File: src/core/mq_reset_cfg.svh
// Purpose : Offsets, field positions, reset values and cycle counts of the reset control.
// Assumes : Included by bare name from every file that needs these figures.
// Notes   : Definitions only; no logic lives here.
`ifndef MQ_RESET_CFG_SVH
`define MQ_RESET_CFG_SVH

// ****************************************************************
// Register byte offsets on the bus.
// ****************************************************************
`define REG_CTRL      8'h00
`define REG_QSEL      8'h04
`define REG_PUSH      8'h08
`define REG_POP       8'h0C
`define REG_STATUS    8'h10
`define REG_OFFSET    8'h14
`define REG_LEVEL     8'h18

// ****************************************************************
// Field positions.
// ****************************************************************
`define CTRL_SERIAL_DONE  0
`define QSEL_WQ_LSB       0
`define QSEL_RQ_LSB       4
`define STRAP_OFFSET      0
`define STRAP_PROG_MODE   1
`define STATUS_STRAP_LSB  8

// ****************************************************************
// Reset values and cycle counts.
// ****************************************************************
`define RESET_WORD        32'h0000_0000
`define OFFSET_LOW        16'h0008
`define OFFSET_HIGH       16'h0080
`define SEL_STABLE_CYCLES 2'h2
`define PART_RECOV_CYCLES 2'h3
`define DEFAULT_LOAD_CYC  8'h10

`endif

File: src/core/mq_reset_pkg.sv
// Purpose : Types shared by the reset control files.
// Assumes : Nothing beyond the configuration header.
// Notes   : Used by scoped names only, never imported.
package mq_reset_pkg;

  // Life cycle of the device configuration.
  typedef enum logic [1:0] {
    UNCONF,
    MRESET,
    PROGRAM,
    READY
  } phase_type;

endpackage

File: src/core/ptr_if.sv
// Purpose : Carries pointer updates and pointer read-back between control and table.
// Assumes : Both sides run on the same clock.
// Notes   : Read-back lags the index by one clock edge.
`timescale 1ns/100ps
`default_nettype none

interface ptr_if #(
  parameter int QW    = 3,
  parameter int PTR_W = 13
);
  logic             clear_all;  // Clear the pointers of every queue.
  logic             clear_en;   // Clear the pointers of one queue.
  logic [QW-1:0]    clear_idx;  // Queue cleared by clear_en.
  logic             push_en;    // Advance a write pointer.
  logic [QW-1:0]    push_idx;   // Queue written.
  logic             pop_en;     // Advance a read pointer.
  logic [QW-1:0]    pop_idx;    // Queue read.
  logic [QW-1:0]    wsel_idx;   // Queue shown on the write side.
  logic [QW-1:0]    rsel_idx;   // Queue shown on the read side.
  logic [PTR_W-1:0] w_wptr;     // Write pointer of the write-side queue.
  logic [PTR_W-1:0] w_rptr;     // Read pointer of the write-side queue.
  logic [PTR_W-1:0] r_wptr;     // Write pointer of the read-side queue.
  logic [PTR_W-1:0] r_rptr;     // Read pointer of the read-side queue.

  modport ctrl (output clear_all, clear_en, clear_idx, push_en, push_idx, pop_en, pop_idx,
                output wsel_idx, rsel_idx, input w_wptr, w_rptr, r_wptr, r_rptr);
  modport store (input clear_all, clear_en, clear_idx, push_en, push_idx, pop_en, pop_idx,
                 input wsel_idx, rsel_idx, output w_wptr, w_rptr, r_wptr, r_rptr);
endinterface

`default_nettype wire

File: src/core/ptr_table.sv
// Purpose : Holds the read and write pointer of every queue.
// Assumes : At most one push and one pop per clock.
// Notes   : Read-back comes out of registers, one edge after the index.
`timescale 1ns/100ps
`default_nettype none

module ptr_table #(
  parameter int NQ    = 8,
  parameter int PTR_W = 13
) (
  input  wire logic hclk,
  input  wire logic hresetn,
  ptr_if.store      io
);

  // ****************************************************************
  // State.
  // ****************************************************************
  typedef struct packed {
    logic [NQ-1:0][PTR_W-1:0] wptr;   // Write pointers.
    logic [NQ-1:0][PTR_W-1:0] rptr;   // Read pointers.
    logic [PTR_W-1:0]         w_wptr; // Registered read-back, write side.
    logic [PTR_W-1:0]         w_rptr; // Registered read-back, write side.
    logic [PTR_W-1:0]         r_wptr; // Registered read-back, read side.
    logic [PTR_W-1:0]         r_rptr; // Registered read-back, read side.
  } tbl_type;

  tbl_type s_q;  // Present state.
  tbl_type s_d;  // Next state.

  // Each queue updates on its own; a clear wins over a push or pop in the same cycle.
  always_comb begin
    s_d = s_q;
    for (int q = 0; q < NQ; q++) begin
      if (io.clear_all || (io.clear_en && (int'(io.clear_idx) == q))) begin
        s_d.wptr[q] = '0;
        s_d.rptr[q] = '0;
      end else begin
        if (io.push_en && (int'(io.push_idx) == q)) begin
          s_d.wptr[q] = s_q.wptr[q] + 1'b1;
        end
        if (io.pop_en && (int'(io.pop_idx) == q)) begin
          s_d.rptr[q] = s_q.rptr[q] + 1'b1;
        end
      end
    end
    s_d.w_wptr = s_q.wptr[io.wsel_idx];
    s_d.w_rptr = s_q.rptr[io.wsel_idx];
    s_d.r_wptr = s_q.wptr[io.rsel_idx];
    s_d.r_rptr = s_q.rptr[io.rsel_idx];
  end

  // One register stage for the whole table.
  always_ff @(posedge hclk or negedge hresetn) begin
    if (!hresetn) begin
      s_q <= '0;
    end else begin
      s_q <= s_d;
    end
  end

  assign io.w_wptr = s_q.w_wptr;
  assign io.w_rptr = s_q.w_rptr;
  assign io.r_wptr = s_q.r_wptr;
  assign io.r_rptr = s_q.r_rptr;

endmodule // ptr_table

`default_nettype wire

File: src/core/multi_queue_reset_control.sv
// Purpose : Master and partial reset control of a multi-queue buffer, reached over AHB-Lite.
// Assumes : Reset and strap pins are asynchronous; the bus runs on hclk.
// Notes   : Every bus access has one wait state so flags settle between accesses.
//
// Added by the designer: the AHB-Lite slave port and the placing of the registers.
`timescale 1ns/100ps
`default_nettype none
`include "mq_reset_cfg.svh"

// How it works
// - Master reset is a full low-high pulse.
// - Master reset wipes all setup and control.
// - Straps caught during master reset set behaviour.
// - No queue operation until programming completes.
// - Partial reset clears selected queue's two pointers.
// - Partial reset leaves configuration untouched.
// - Mode strap low serial, high default only.
// - Default offsets eight or 128 by strap.
// - Serial enable output low marks programming done.
module multi_queue_reset_control #(
  parameter int NQ    = 8,
  parameter int DEPTH = 4096
) (
  input  wire logic        hclk,
  input  wire logic        hresetn,
  input  wire logic        hsel,
  input  wire logic [31:0] haddr,
  input  wire logic [1:0]  htrans,
  input  wire logic        hwrite,
  input  wire logic [2:0]  hsize,
  input  wire logic [31:0] hwdata,
  input  wire logic        hready,
  output logic             hreadyout,
  output logic             hresp,
  output logic [31:0]      hrdata,
  input  wire logic        master_reset_n,
  input  wire logic        partial_reset_n,
  input  wire logic        flag_bus_mode_sel,
  input  wire logic        input_width_sel,
  input  wire logic        output_width_sel,
  input  wire logic        master_device_sel,
  input  wire logic [2:0]  device_id_bits,
  input  wire logic        prog_mode_sel,
  input  wire logic        flag_offset_sel,
  output logic             serial_enable_out_n,
  output logic             full_flag,
  output logic             output_valid_flag,
  output logic             almost_empty_flag,
  output logic             almost_full_flag
);

  localparam int QW    = $clog2(NQ);
  localparam int PTR_W = $clog2(DEPTH) + 1;
  localparam logic [PTR_W-1:0] DEPTH_P = PTR_W'(DEPTH);

  // ****************************************************************
  // State.
  // ****************************************************************
  typedef struct packed {
    logic [1:0]                mrst_sync;  // Master reset synchroniser.
    logic [1:0]                prst_sync;  // Partial reset synchroniser.
    logic [8:0]                strap_s1;   // Strap synchroniser, first stage.
    logic [8:0]                strap_s2;   // Strap synchroniser, second stage.
    logic                      prst_prev;  // Synchronised partial reset, one cycle old.
    mq_reset_pkg::phase_type   phase;      // Configuration life cycle.
    logic [8:0]                straps;     // Straps caught during master reset.
    logic [7:0]                load_cnt;   // Default load progress.
    logic [PTR_W-1:0]          ae_off;     // Almost-empty offset.
    logic [PTR_W-1:0]          af_off;     // Almost-full offset.
    logic [QW-1:0]             wq;         // Queue selected on the write side.
    logic [QW-1:0]             rq;         // Queue selected on the read side.
    logic [1:0]                stable_cnt; // Cycles the selection has stood.
    logic [1:0]                recov_cnt;  // Recovery cycles left after partial reset.
    logic                      ph_valid;   // Data phase pending.
    logic                      ph_write;   // Pending access is a write.
    logic [7:0]                ph_addr;    // Pending access offset.
    logic                      hreadyout;  // Bus ready.
    logic [31:0]               hrdata;     // Bus read data.
    logic                      done_n;     // Programming done, active low.
    logic                      full;       // Write-side queue full.
    logic                      valid;      // Read-side queue holds data.
    logic                      ae;         // Read-side queue almost empty.
    logic                      af;         // Write-side queue almost full.
  } state_type;

  state_type s_q;  // Present state.
  state_type s_d;  // Next state.

  ptr_if #(.QW(QW), .PTR_W(PTR_W)) pi ();

  logic             commit;    // Data phase takes effect this cycle.
  logic             wr_commit; // A write takes effect this cycle.
  logic             mrst_low;  // Master reset held, synchronised.
  logic             prst_now;  // Partial reset pin level, synchronised.
  logic             ops_ok;    // Enabled writes and reads are allowed.
  logic [PTR_W-1:0] wocc;      // Fill level of the write-side queue.
  logic [PTR_W-1:0] rocc;      // Fill level of the read-side queue.

  // Decoding shared by the read path and the write path.
  function automatic logic hit(input logic [7:0] addr, input logic [7:0] off);
    return addr == off;
  endfunction

  // ****************************************************************
  // Next-state logic.
  // ****************************************************************
  always_comb begin
    s_d          = s_q;
    pi.clear_all = 1'b0;
    pi.clear_en  = 1'b0;
    pi.clear_idx = s_q.wq;
    pi.push_en   = 1'b0;
    pi.push_idx  = s_q.wq;
    pi.pop_en    = 1'b0;
    pi.pop_idx   = s_q.rq;
    pi.wsel_idx  = s_q.wq;
    pi.rsel_idx  = s_q.rq;
    mrst_low     = !s_q.mrst_sync[1];
    prst_now     = s_q.prst_sync[1];
    commit       = s_q.ph_valid && !s_q.hreadyout;
    wr_commit    = commit && s_q.ph_write;
    wocc         = pi.w_wptr - pi.w_rptr;
    rocc         = pi.r_wptr - pi.r_rptr;
    ops_ok       = (s_q.phase == mq_reset_pkg::READY) && prst_now && (s_q.recov_cnt == 2'h0);

    // Pins pass two flops; only the second stage is read.
    s_d.mrst_sync = {s_q.mrst_sync[0], master_reset_n};
    s_d.prst_sync = {s_q.prst_sync[0], partial_reset_n};
    s_d.strap_s1 = {flag_bus_mode_sel, input_width_sel, output_width_sel, master_device_sel,
                    device_id_bits, prog_mode_sel, flag_offset_sel};
    s_d.strap_s2 = s_q.strap_s1;
    s_d.prst_prev = prst_now;

    // Flags follow the cleared pointers by themselves after a partial reset.
    s_d.full = (wocc == DEPTH_P);
    s_d.af   = (wocc >= (DEPTH_P - s_q.af_off));
    s_d.valid = (rocc != '0);
    s_d.ae   = (rocc <= s_q.ae_off);

    // Bus: take an address phase, then one wait cycle in which the access commits.
    s_d.hrdata = `RESET_WORD;
    if (commit) begin
      s_d.ph_valid  = 1'b0;
      s_d.hreadyout = 1'b1;
      if (!s_q.ph_write) begin
        if (hit(s_q.ph_addr, `REG_QSEL)) begin
          s_d.hrdata = 32'(s_q.wq) << `QSEL_WQ_LSB | 32'(s_q.rq) << `QSEL_RQ_LSB;
        end else if (hit(s_q.ph_addr, `REG_STATUS)) begin
          s_d.hrdata = {16'h0000, 7'h00, s_q.straps[0],
                        2'b00, (s_q.recov_cnt != 2'h0), s_q.af, s_q.ae, s_q.valid, s_q.full,
                        !s_q.done_n};
          s_d.hrdata[`STATUS_STRAP_LSB +: 9] = s_q.straps;
        end else if (hit(s_q.ph_addr, `REG_OFFSET)) begin
          s_d.hrdata = {16'(s_q.af_off), 16'(s_q.ae_off)};
        end else if (hit(s_q.ph_addr, `REG_LEVEL)) begin
          s_d.hrdata = 32'(rocc);
        end
      end
    end else if (hsel && htrans[1] && hready) begin
      s_d.ph_valid  = 1'b1;
      s_d.ph_write  = hwrite;
      s_d.ph_addr   = haddr[7:0];
      s_d.hreadyout = 1'b0;
    end

    // Enabled writes and reads are refused before programming and around partial reset.
    if (wr_commit && hit(s_q.ph_addr, `REG_PUSH) && ops_ok && !(wocc == DEPTH_P)) begin
      pi.push_en = 1'b1;
    end
    if (wr_commit && hit(s_q.ph_addr, `REG_POP) && ops_ok && (rocc != '0)) begin
      pi.pop_en = 1'b1;
    end

    // Selection age, saturating, for the partial reset guard.
    if (wr_commit && hit(s_q.ph_addr, `REG_QSEL) && (s_q.phase == mq_reset_pkg::READY)) begin
      s_d.wq = hwdata[`QSEL_WQ_LSB +: QW];
      s_d.rq = hwdata[`QSEL_RQ_LSB +: QW];
      if ((s_d.wq != s_q.wq) || (s_d.rq != s_q.rq)) begin
        s_d.stable_cnt = 2'h0;
      end
    end else if (s_q.stable_cnt < `SEL_STABLE_CYCLES) begin
      s_d.stable_cnt = s_q.stable_cnt + 2'h1;
    end

    // Partial reset acts on the falling edge, so a single low cycle is enough.
    if (s_q.prst_prev && !prst_now) begin
      if ((s_q.phase == mq_reset_pkg::READY) && (s_q.wq == s_q.rq) &&
          (s_q.stable_cnt >= `SEL_STABLE_CYCLES)) begin
        pi.clear_en  = 1'b1;
        pi.clear_idx = s_q.wq;
      end
    end else if (!s_q.prst_prev && prst_now) begin
      s_d.recov_cnt = `PART_RECOV_CYCLES;
    end else if (s_q.recov_cnt != 2'h0) begin
      s_d.recov_cnt = s_q.recov_cnt - 2'h1;
    end

    // Configuration life cycle; a low master reset overrides everything.
    if (mrst_low) begin
      s_d.phase      = mq_reset_pkg::MRESET;
      s_d.straps     = s_q.strap_s2;
      s_d.ae_off     = '0;
      s_d.af_off     = '0;
      s_d.wq         = '0;
      s_d.rq         = '0;
      s_d.stable_cnt = 2'h0;
      s_d.recov_cnt  = 2'h0;
      s_d.load_cnt   = 8'h00;
      s_d.done_n     = 1'b1;
      pi.clear_all   = 1'b1;
      pi.push_en     = 1'b0;
      pi.pop_en      = 1'b0;
    end else begin
      case (s_q.phase)
        mq_reset_pkg::UNCONF: begin
          s_d.phase = mq_reset_pkg::UNCONF;
        end
        mq_reset_pkg::MRESET: begin
          s_d.phase = mq_reset_pkg::PROGRAM;
        end
        mq_reset_pkg::PROGRAM: begin
          if (s_q.straps[`STRAP_PROG_MODE]) begin
            // Default mode loads itself over a fixed number of cycles.
            s_d.load_cnt = s_q.load_cnt + 8'h01;
            if (s_q.load_cnt == `DEFAULT_LOAD_CYC) begin
              s_d.ae_off = s_q.straps[`STRAP_OFFSET] ? PTR_W'(`OFFSET_HIGH)
                                                     : PTR_W'(`OFFSET_LOW);
              s_d.af_off = s_d.ae_off;
              s_d.phase  = mq_reset_pkg::READY;
              s_d.done_n = 1'b0;
            end
          end else if (wr_commit) begin
            // Serial mode: software loads offsets, then reports the load finished.
            if (hit(s_q.ph_addr, `REG_OFFSET)) begin
              s_d.ae_off = PTR_W'(hwdata[15:0]);
              s_d.af_off = PTR_W'(hwdata[31:16]);
            end else if (hit(s_q.ph_addr, `REG_CTRL) && hwdata[`CTRL_SERIAL_DONE]) begin
              s_d.phase  = mq_reset_pkg::READY;
              s_d.done_n = 1'b0;
            end
          end
        end
        mq_reset_pkg::READY: begin
          s_d.done_n = 1'b0;
        end
        default: begin
          s_d.phase = mq_reset_pkg::UNCONF;
        end
      endcase
    end
  end

  // ****************************************************************
  // State register.
  // ****************************************************************
  // The reset value marks an unconfigured device until a master reset pulse is seen.
  always_ff @(posedge hclk or negedge hresetn) begin
    if (!hresetn) begin
      s_q           <= '0;
      s_q.mrst_sync <= 2'b11;
      s_q.prst_sync <= 2'b11;
      s_q.prst_prev <= 1'b1;
      s_q.phase     <= mq_reset_pkg::UNCONF;
      s_q.hreadyout <= 1'b1;
      s_q.done_n    <= 1'b1;
      s_q.ae        <= 1'b1;
    end else begin
      s_q <= s_d;
    end
  end

  // ****************************************************************
  // Pointer table and outputs.
  // ****************************************************************
  ptr_table #(.NQ(NQ), .PTR_W(PTR_W)) u_table (
    .hclk    (hclk),
    .hresetn (hresetn),
    .io      (pi.store)
  );

  assign hreadyout           = s_q.hreadyout;
  assign hresp               = 1'b0;
  assign hrdata              = s_q.hrdata;
  assign serial_enable_out_n = s_q.done_n;
  assign full_flag           = s_q.full;
  assign output_valid_flag   = s_q.valid;
  assign almost_empty_flag   = s_q.ae;
  assign almost_full_flag    = s_q.af;

endmodule // multi_queue_reset_control

`default_nettype wire

File: config.mk
export PLATFORM = sky130hd
export DESIGN_NAME = multi_queue_reset_control
export DESIGN_NICKNAME = d
export VERILOG_FILES = /design/src/core/mq_reset_pkg.sv /design/src/core/ptr_if.sv /design/src/core/ptr_table.sv /design/src/core/multi_queue_reset_control.sv
export VERILOG_INCLUDE_DIRS = /design/src /design/src/core
export SDC_FILE = /design/constraint.sdc
export NUM_CORES = 1
export LEC_CHECK = 0
export BUFFER_PORTS_ARGS = -buffer_cell sky130_fd_sc_hd__buf_2
export CAP_MARGIN = 20
export CORE_MARGIN = 3
export CORE_UTILIZATION = 45
export DETAILED_ROUTE_END_ITERATION = 6
export SYNTH_ARGS = -nofsm -noshare
export SYNTH_HDL_FRONTEND = slang
export SYNTH_SLANG_ARGS = --single-unit
export TNS_END_PERCENT = 30
File: constraint.sdc
create_clock -name hclk -period 9.2 [get_ports hclk]
set_input_delay 1.38 -clock hclk [delete_from_list [all_inputs] [get_ports hclk]]
set_output_delay 1.38 -clock hclk [all_outputs]
set_load 0.02 [all_outputs]
# Word level (Yosys, flattened, before mapping)
# Cells that the tools add are included.
# word_totals
reg_bits	386
latchBits	0
mem_bits_rw	0
rom_bits	0
input_bits	85
word_cells	292
mem_count	0
# op_classes
n_addsub	22
mul	0
div_mod_pow	0
order_cmp	6
eq_ne	44
shift	0
mux	86
bitwise	2
reduce_logical	88
# ops
operator	n
$mux 13	37
$add 13x1->13 const B	16
$mux 32	5
$bmux 13 s3	4
$mux 26	4
$mux 34	2
$logic_and 1x1->1	43
$reduce_bool 2->1	18
$eq 8x5->1 const B	4
$sub 13x13->13	2
$eq 3x3->1 const B	8
$mux 2	12
$eq 8x4->1 const B	2
$mux 8	2
$ne 4x4->1 const B	4
$mux 1	15
$eq 13x13->1 const B	1
$ge 13x13->1	1
$le 13x13->1	1
$reduce_bool 13->1	1
$sub 13x13->13 const A	1
$eq 3x2->1 const B	4
$ne 3x2->1 const B	4
$mux 11	1
30 further kinds	56

# Depth between registers and ports, before layout
# logic_depth
depth_word	11
mapped_depth	16

# By module
# Synthesis repeated with hierarchy kept, for this count alone.
# hier_totals
hier_cells	2159
hier_area_um2	22454.0
# modules_own_cells
mod	n_inst	cells_per_inst	area_per_inst_um2
ptr_table	1	1392	15233.4
multi_queue_reset_control	1	767	7220.7

# Worst setup path before layout
# OpenSTA, ideal clock, no wires.
# synth_timing
path_type	register to register
from	register u_table.s_q (netlist bit u_table.io.r_wptr[0])
to	register u_table.s_q[86] in the netlist's numbering
setup_ns	0.118
arrival_time_ns	3.252
t_required_ns	9.082
slack_ns	5.830
path_stages_with_launch	15
n_path_buf	2
synth_period_minus_slack_ns	3.370
path_cell_list	dfrtp_1 > inv_1 > ha_1 > fa_1 > and2b_1 > o2111ai_1 > a21oi_2 > nor4b_1 > a311o_1 > or4_1 > buf_4 > o21ai_2 > buf_4 > a21oi_1 > a21o_1
# synth_via
elab_chain_cells	7
# synth_lines
item	line	rtl
start, declared	ptr_table.sv:28	tbl_type s_q;
start signal, assigned	ptr_table.sv:56	s_q <= '0;
start signal, assigned	ptr_table.sv:58	s_q <= s_d;
$sub 13x13->13	multi_queue_reset_control.sv:123	rocc = pi.r_wptr - pi.r_rptr;
$reduce_bool 13->1	multi_queue_reset_control.sv:170	if (wr_commit && hit(s_q.ph_addr, `REG_POP) && ops_ok && (rocc != '0)) begin
$logic_and 1x1->1	multi_queue_reset_control.sv:170	
$mux 1	multi_queue_reset_control.sv:170	
$mux 1	multi_queue_reset_control.sv:199	if (mrst_low) begin
$logic_and 1x1->1	ptr_table.sv:42	if (io.pop_en && (int'(io.pop_idx) == q)) begin
$reduce_bool 2->1 (no source line)	-	
# No other way between the ends.
# A chain may end at the register's enable or synchronous reset.

# Worst setup path in the final report
# layout_timing
from	register u_table.s_q (netlist bit u_table.io.r_wptr[0])
to	register u_table.s_q[87] in the netlist's numbering
# The elaborated chain is that of the path after synthesis.

==> results.yml <==
run_status:
  status: "complete, no violations"
cts:
  clk_pin_slew_ns: 0.06
  numClockSinks: 383
  clk_latency_ns: 0.59
  hold_buffers: 0
  postCtsSetupRepairBufs: 0
  cts_made_buffers: 46
  cts_resized: 0
  cts.root.buffer_cell: "clkbuf_16"
  clockBufferDepth: 3
  htreeDepth: 2
  cts_tree: "done"
pwr:
  switchingPower_w: 0.00100
  switching_share_pct: 25.1
  power.density_nw_per_um2: 155
  combPwrFrac_pct: 8.2
  p_leak_nw: 11.8
  seq_power_share_pct: 45.0
  intPower_w: 0.00298
  clkPwrFrac_pct: 46.8
  vdd_drop_max_mv: 0.119
timing:
  setup_viol: 0
  finalSetupTns_ns: 0
  period_minus_slack_ns: 4.50
  tightest_slew_ns: 1.05
  rsz0062_at_grt: "no"
  drv_slew: 0
  report.final.hold_viol_count: 0
  period_share_pct: 48.9
  finClkSkew_ns: 0.0269
  timing.slew.headroom_pct: 30.1
  fmax_mhz: 222
final_layout:
  fin_cells: 3182
  areaGrowthSynthToFinish_pct: 9.43
  antenna_cells: 0
  fin_nets: 2630
  nFillCells: 4726
  final_common_cell: "nand2_1"
  layout_common_cells: "nand2_1 (401), dfrtp_1 (371), a21oi_1 (160)"
  drive_above_1_share_pct: 15.4
global_routing:
  grt_max_degree: 158
  overflow: 0
  antenna_found_initial: 0
  grt_pass1_wl_mm: 100
  track_usage_pct: 22.6
  grt_pass1_vias: 18300
drt:
  wl_mm: 62.4
  first_pass_iters: 6
  vias: 18500
  via_per_inst: 5.81
  wl_per_cell_um: 19.6
  postRouteAntennaNets: 0
  drcViolationCount: 0
  drtIter0Drc: 1441
yosys:
  synth-seq-area-share_pct: 40.7
  syn-instance-count: 2467
  yosysWarnings: 0
  yosys_register_bits: 383
  syn_avg_cell_area_um2: 9.55
  synth_edf_count: 0
  synth_area_um2: 23600
  yosysUniqueCellTypes: 81
  ys.flop_type: "dfrtp_1"
  async_flop_share_pct: 100
floorplanning:
  initial_core_util_pct: 45.7
  rows: 83
  die-area_um2: 55200
  dieWidth_um: 235
  core_area_um2: 51600
  io_pins: 124
  die-height_um: 235
place:
  port_buffers: 85
  hpwl_mm: 45.0
  placedCellCount: 3101
  gp_congestion: 0.890
worst_setup_path:
  critical_path_required_ns: 9.72
  crit_slowest_cell: "or4_1"
  crit_fanout: 17
  critical_path_arrival_ns: 5.01
  cpPeakStageDelay_ns: 0.84
  crit_chain: "inv_1 > ha_1 > fa_1 > and2b_1 > o2111ai_1 > a21oi_2 > nor4b_1 > a311o_1 > or4_1 > o21ai_2 > and2_1 > a21o_1"
  cp-end-kind: "register"
  start_kind: "register"
  criticalPathCategory: "reg -> reg"
run:
  maxCapViolations: 0
hold_path:
  hold_path.class: "reg -> reg"
[Yosys cell counts (all sizes together), types with 4 or more instances]
master   instances  share of area (%)
mux4           104                9.9
dfrtp          375                 40
a21o           141                4.5
nand2          401                6.4
a21boi           4               0.13
o21ai          132                3.0
o21a            20               0.64
inv             86                1.4
nand4           11               0.29
o2bb2ai          7               0.26
nor2            55               0.88
buf             85                2.3
ha              74                3.9
o22ai            4               0.11
clkbuf          66                1.1
xor2            22               0.82
a21oi          161                3.4
o311ai           4               0.15
and2            31               0.83
a31oi            7               0.19
nor4            12               0.32
xnor2           34                1.3
o211ai          16               0.53
nor4b            4               0.15
a222oi           4               0.17
or2             58                1.5
nand2b         141                3.7
nor3            39               0.83
and4             4               0.15
nand3          130                2.8
and3            57                1.5
or4              7               0.24
a22oi           11               0.35
mux2            17               0.81
o31ai           12               0.38
or3             37               0.98
dfstp            8               0.89
nor2b           16               0.46
o2111ai          4               0.15
mux2i           19               0.81
nor3b            5               0.16
nand3b           5               0.16
[per-stage QoR]
stage	area [um^2]	total power, W	hold slack [ns]	utilization [%]	setup slack [ns]
after floorplan	23600	0.00202	0.331	-	5.83
after global placement	24300	0.00214	0.334	47.0	4.79
after detailed placement	24300	0.00215	0.336	47.0	4.76
after CTS	25800	0.00403	0.351	50.0	4.68
after global routing	25800	0.00415	0.353	50.0	4.43
final	25800	0.00399	0.350	50.0	4.70
[worst max-delay path, delay by kind of cell, from the launching register on]
| kind | cells | cell delay [ns] |
|---|---|---|
| adders and majority gates | 2 | 0.65 |
| and+or+nand+nor | 4 | 1.58 |
| buffers and inverters | 1 | 0.04 |
| AOI/OAI and AO/OA | 5 | 1.81 |
| DFF | 1 | 0.33 |
[worst paths after layout]
path                            depth (start not counted)                      endpoint                      startpoint  slack [ns]
worst max register to register                         12   u_table.s_q[87]$_DFFE_PN0P_  u_table.io.r_wptr[0]$_DFF_PN0_        4.70
worst min register to register                          0            s_q[112]$_DFF_PN0_              s_d[112]$_DFF_PN0_        0.35
min in group asynchronous                               1  u_table.s_q[214]$_DFFE_PN0P_                         hresetn        0.78
worst max-delay path                                   12   u_table.s_q[87]$_DFFE_PN0P_  u_table.io.r_wptr[0]$_DFF_PN0_        4.70
max in group asynchronous                               2   u_table.s_q[72]$_DFFE_PN0P_                         hresetn        7.06
worst min-delay path                                    0            s_q[112]$_DFF_PN0_              s_d[112]$_DFF_PN0_        0.35
[layer usage]
layer  wire, um  up-vias  GRT usage [%]  part of all wire [%]
met4       2170        0           7.92                   3.5
li1           -     8749              -                     -
met3       3550      128           3.70                   5.7
met5          0        -              0                     0
met2      28300      515           35.4                    45
met1      28400     9100           31.8                    46
[area by class of cell]
class,instances,area [um^2],area share [%]
flip-flops and latches,383,9600,37.2
multi-input cells,1850,12900,50.0
inverters,86,323,1.25
clock inverters,15,206,0.800
well taps,680,851,3.30
repair buffers,102,588,2.28
clock buffers,66,1340,5.18
[sequential cells by signal, indices dropped and copies added, names as in the netlist, 3 cells and up]
| signal | cells |
|---|---|
| pi.push_idx | 3 |
| u_table.io.w_wptr | 13 |
| pi.pop_idx | 3 |
| s_d | 11 |
| u_table.io.w_rptr | 13 |
| u_table.io.r_rptr | 13 |
| u_table.io.r_wptr | 13 |
| s_q | 70 |
| hrdata | 29 |
| u_table.s_q | 208 |
[logic make-up after synthesis]
group                    synth area share (%)
AND/OR/NAND/NOR                          21.5
other                                  0.0159
XOR/XNOR                                 2.08
adder cells (fa/ha/maj)                  4.10
AO/OA/AOI/OAI                            15.3
multiplexers                             11.6
flip-flops                               40.7
buffers and inverters                    4.69
[power groups by stage]
stage	Combinational, W	Clock (W)	Sequential [W]
finish	0.000329	0.00187	0.00179
global route	0.000374	0.00197	0.00180
CTS	0.000333	0.00191	0.00179
detailed placement	0.000330	0	0.00182
global placement	0.000317	0	0.00182
floorplan	0.000211	0	0.00181
No activity file was read; power rests on OpenSTA's default activity.
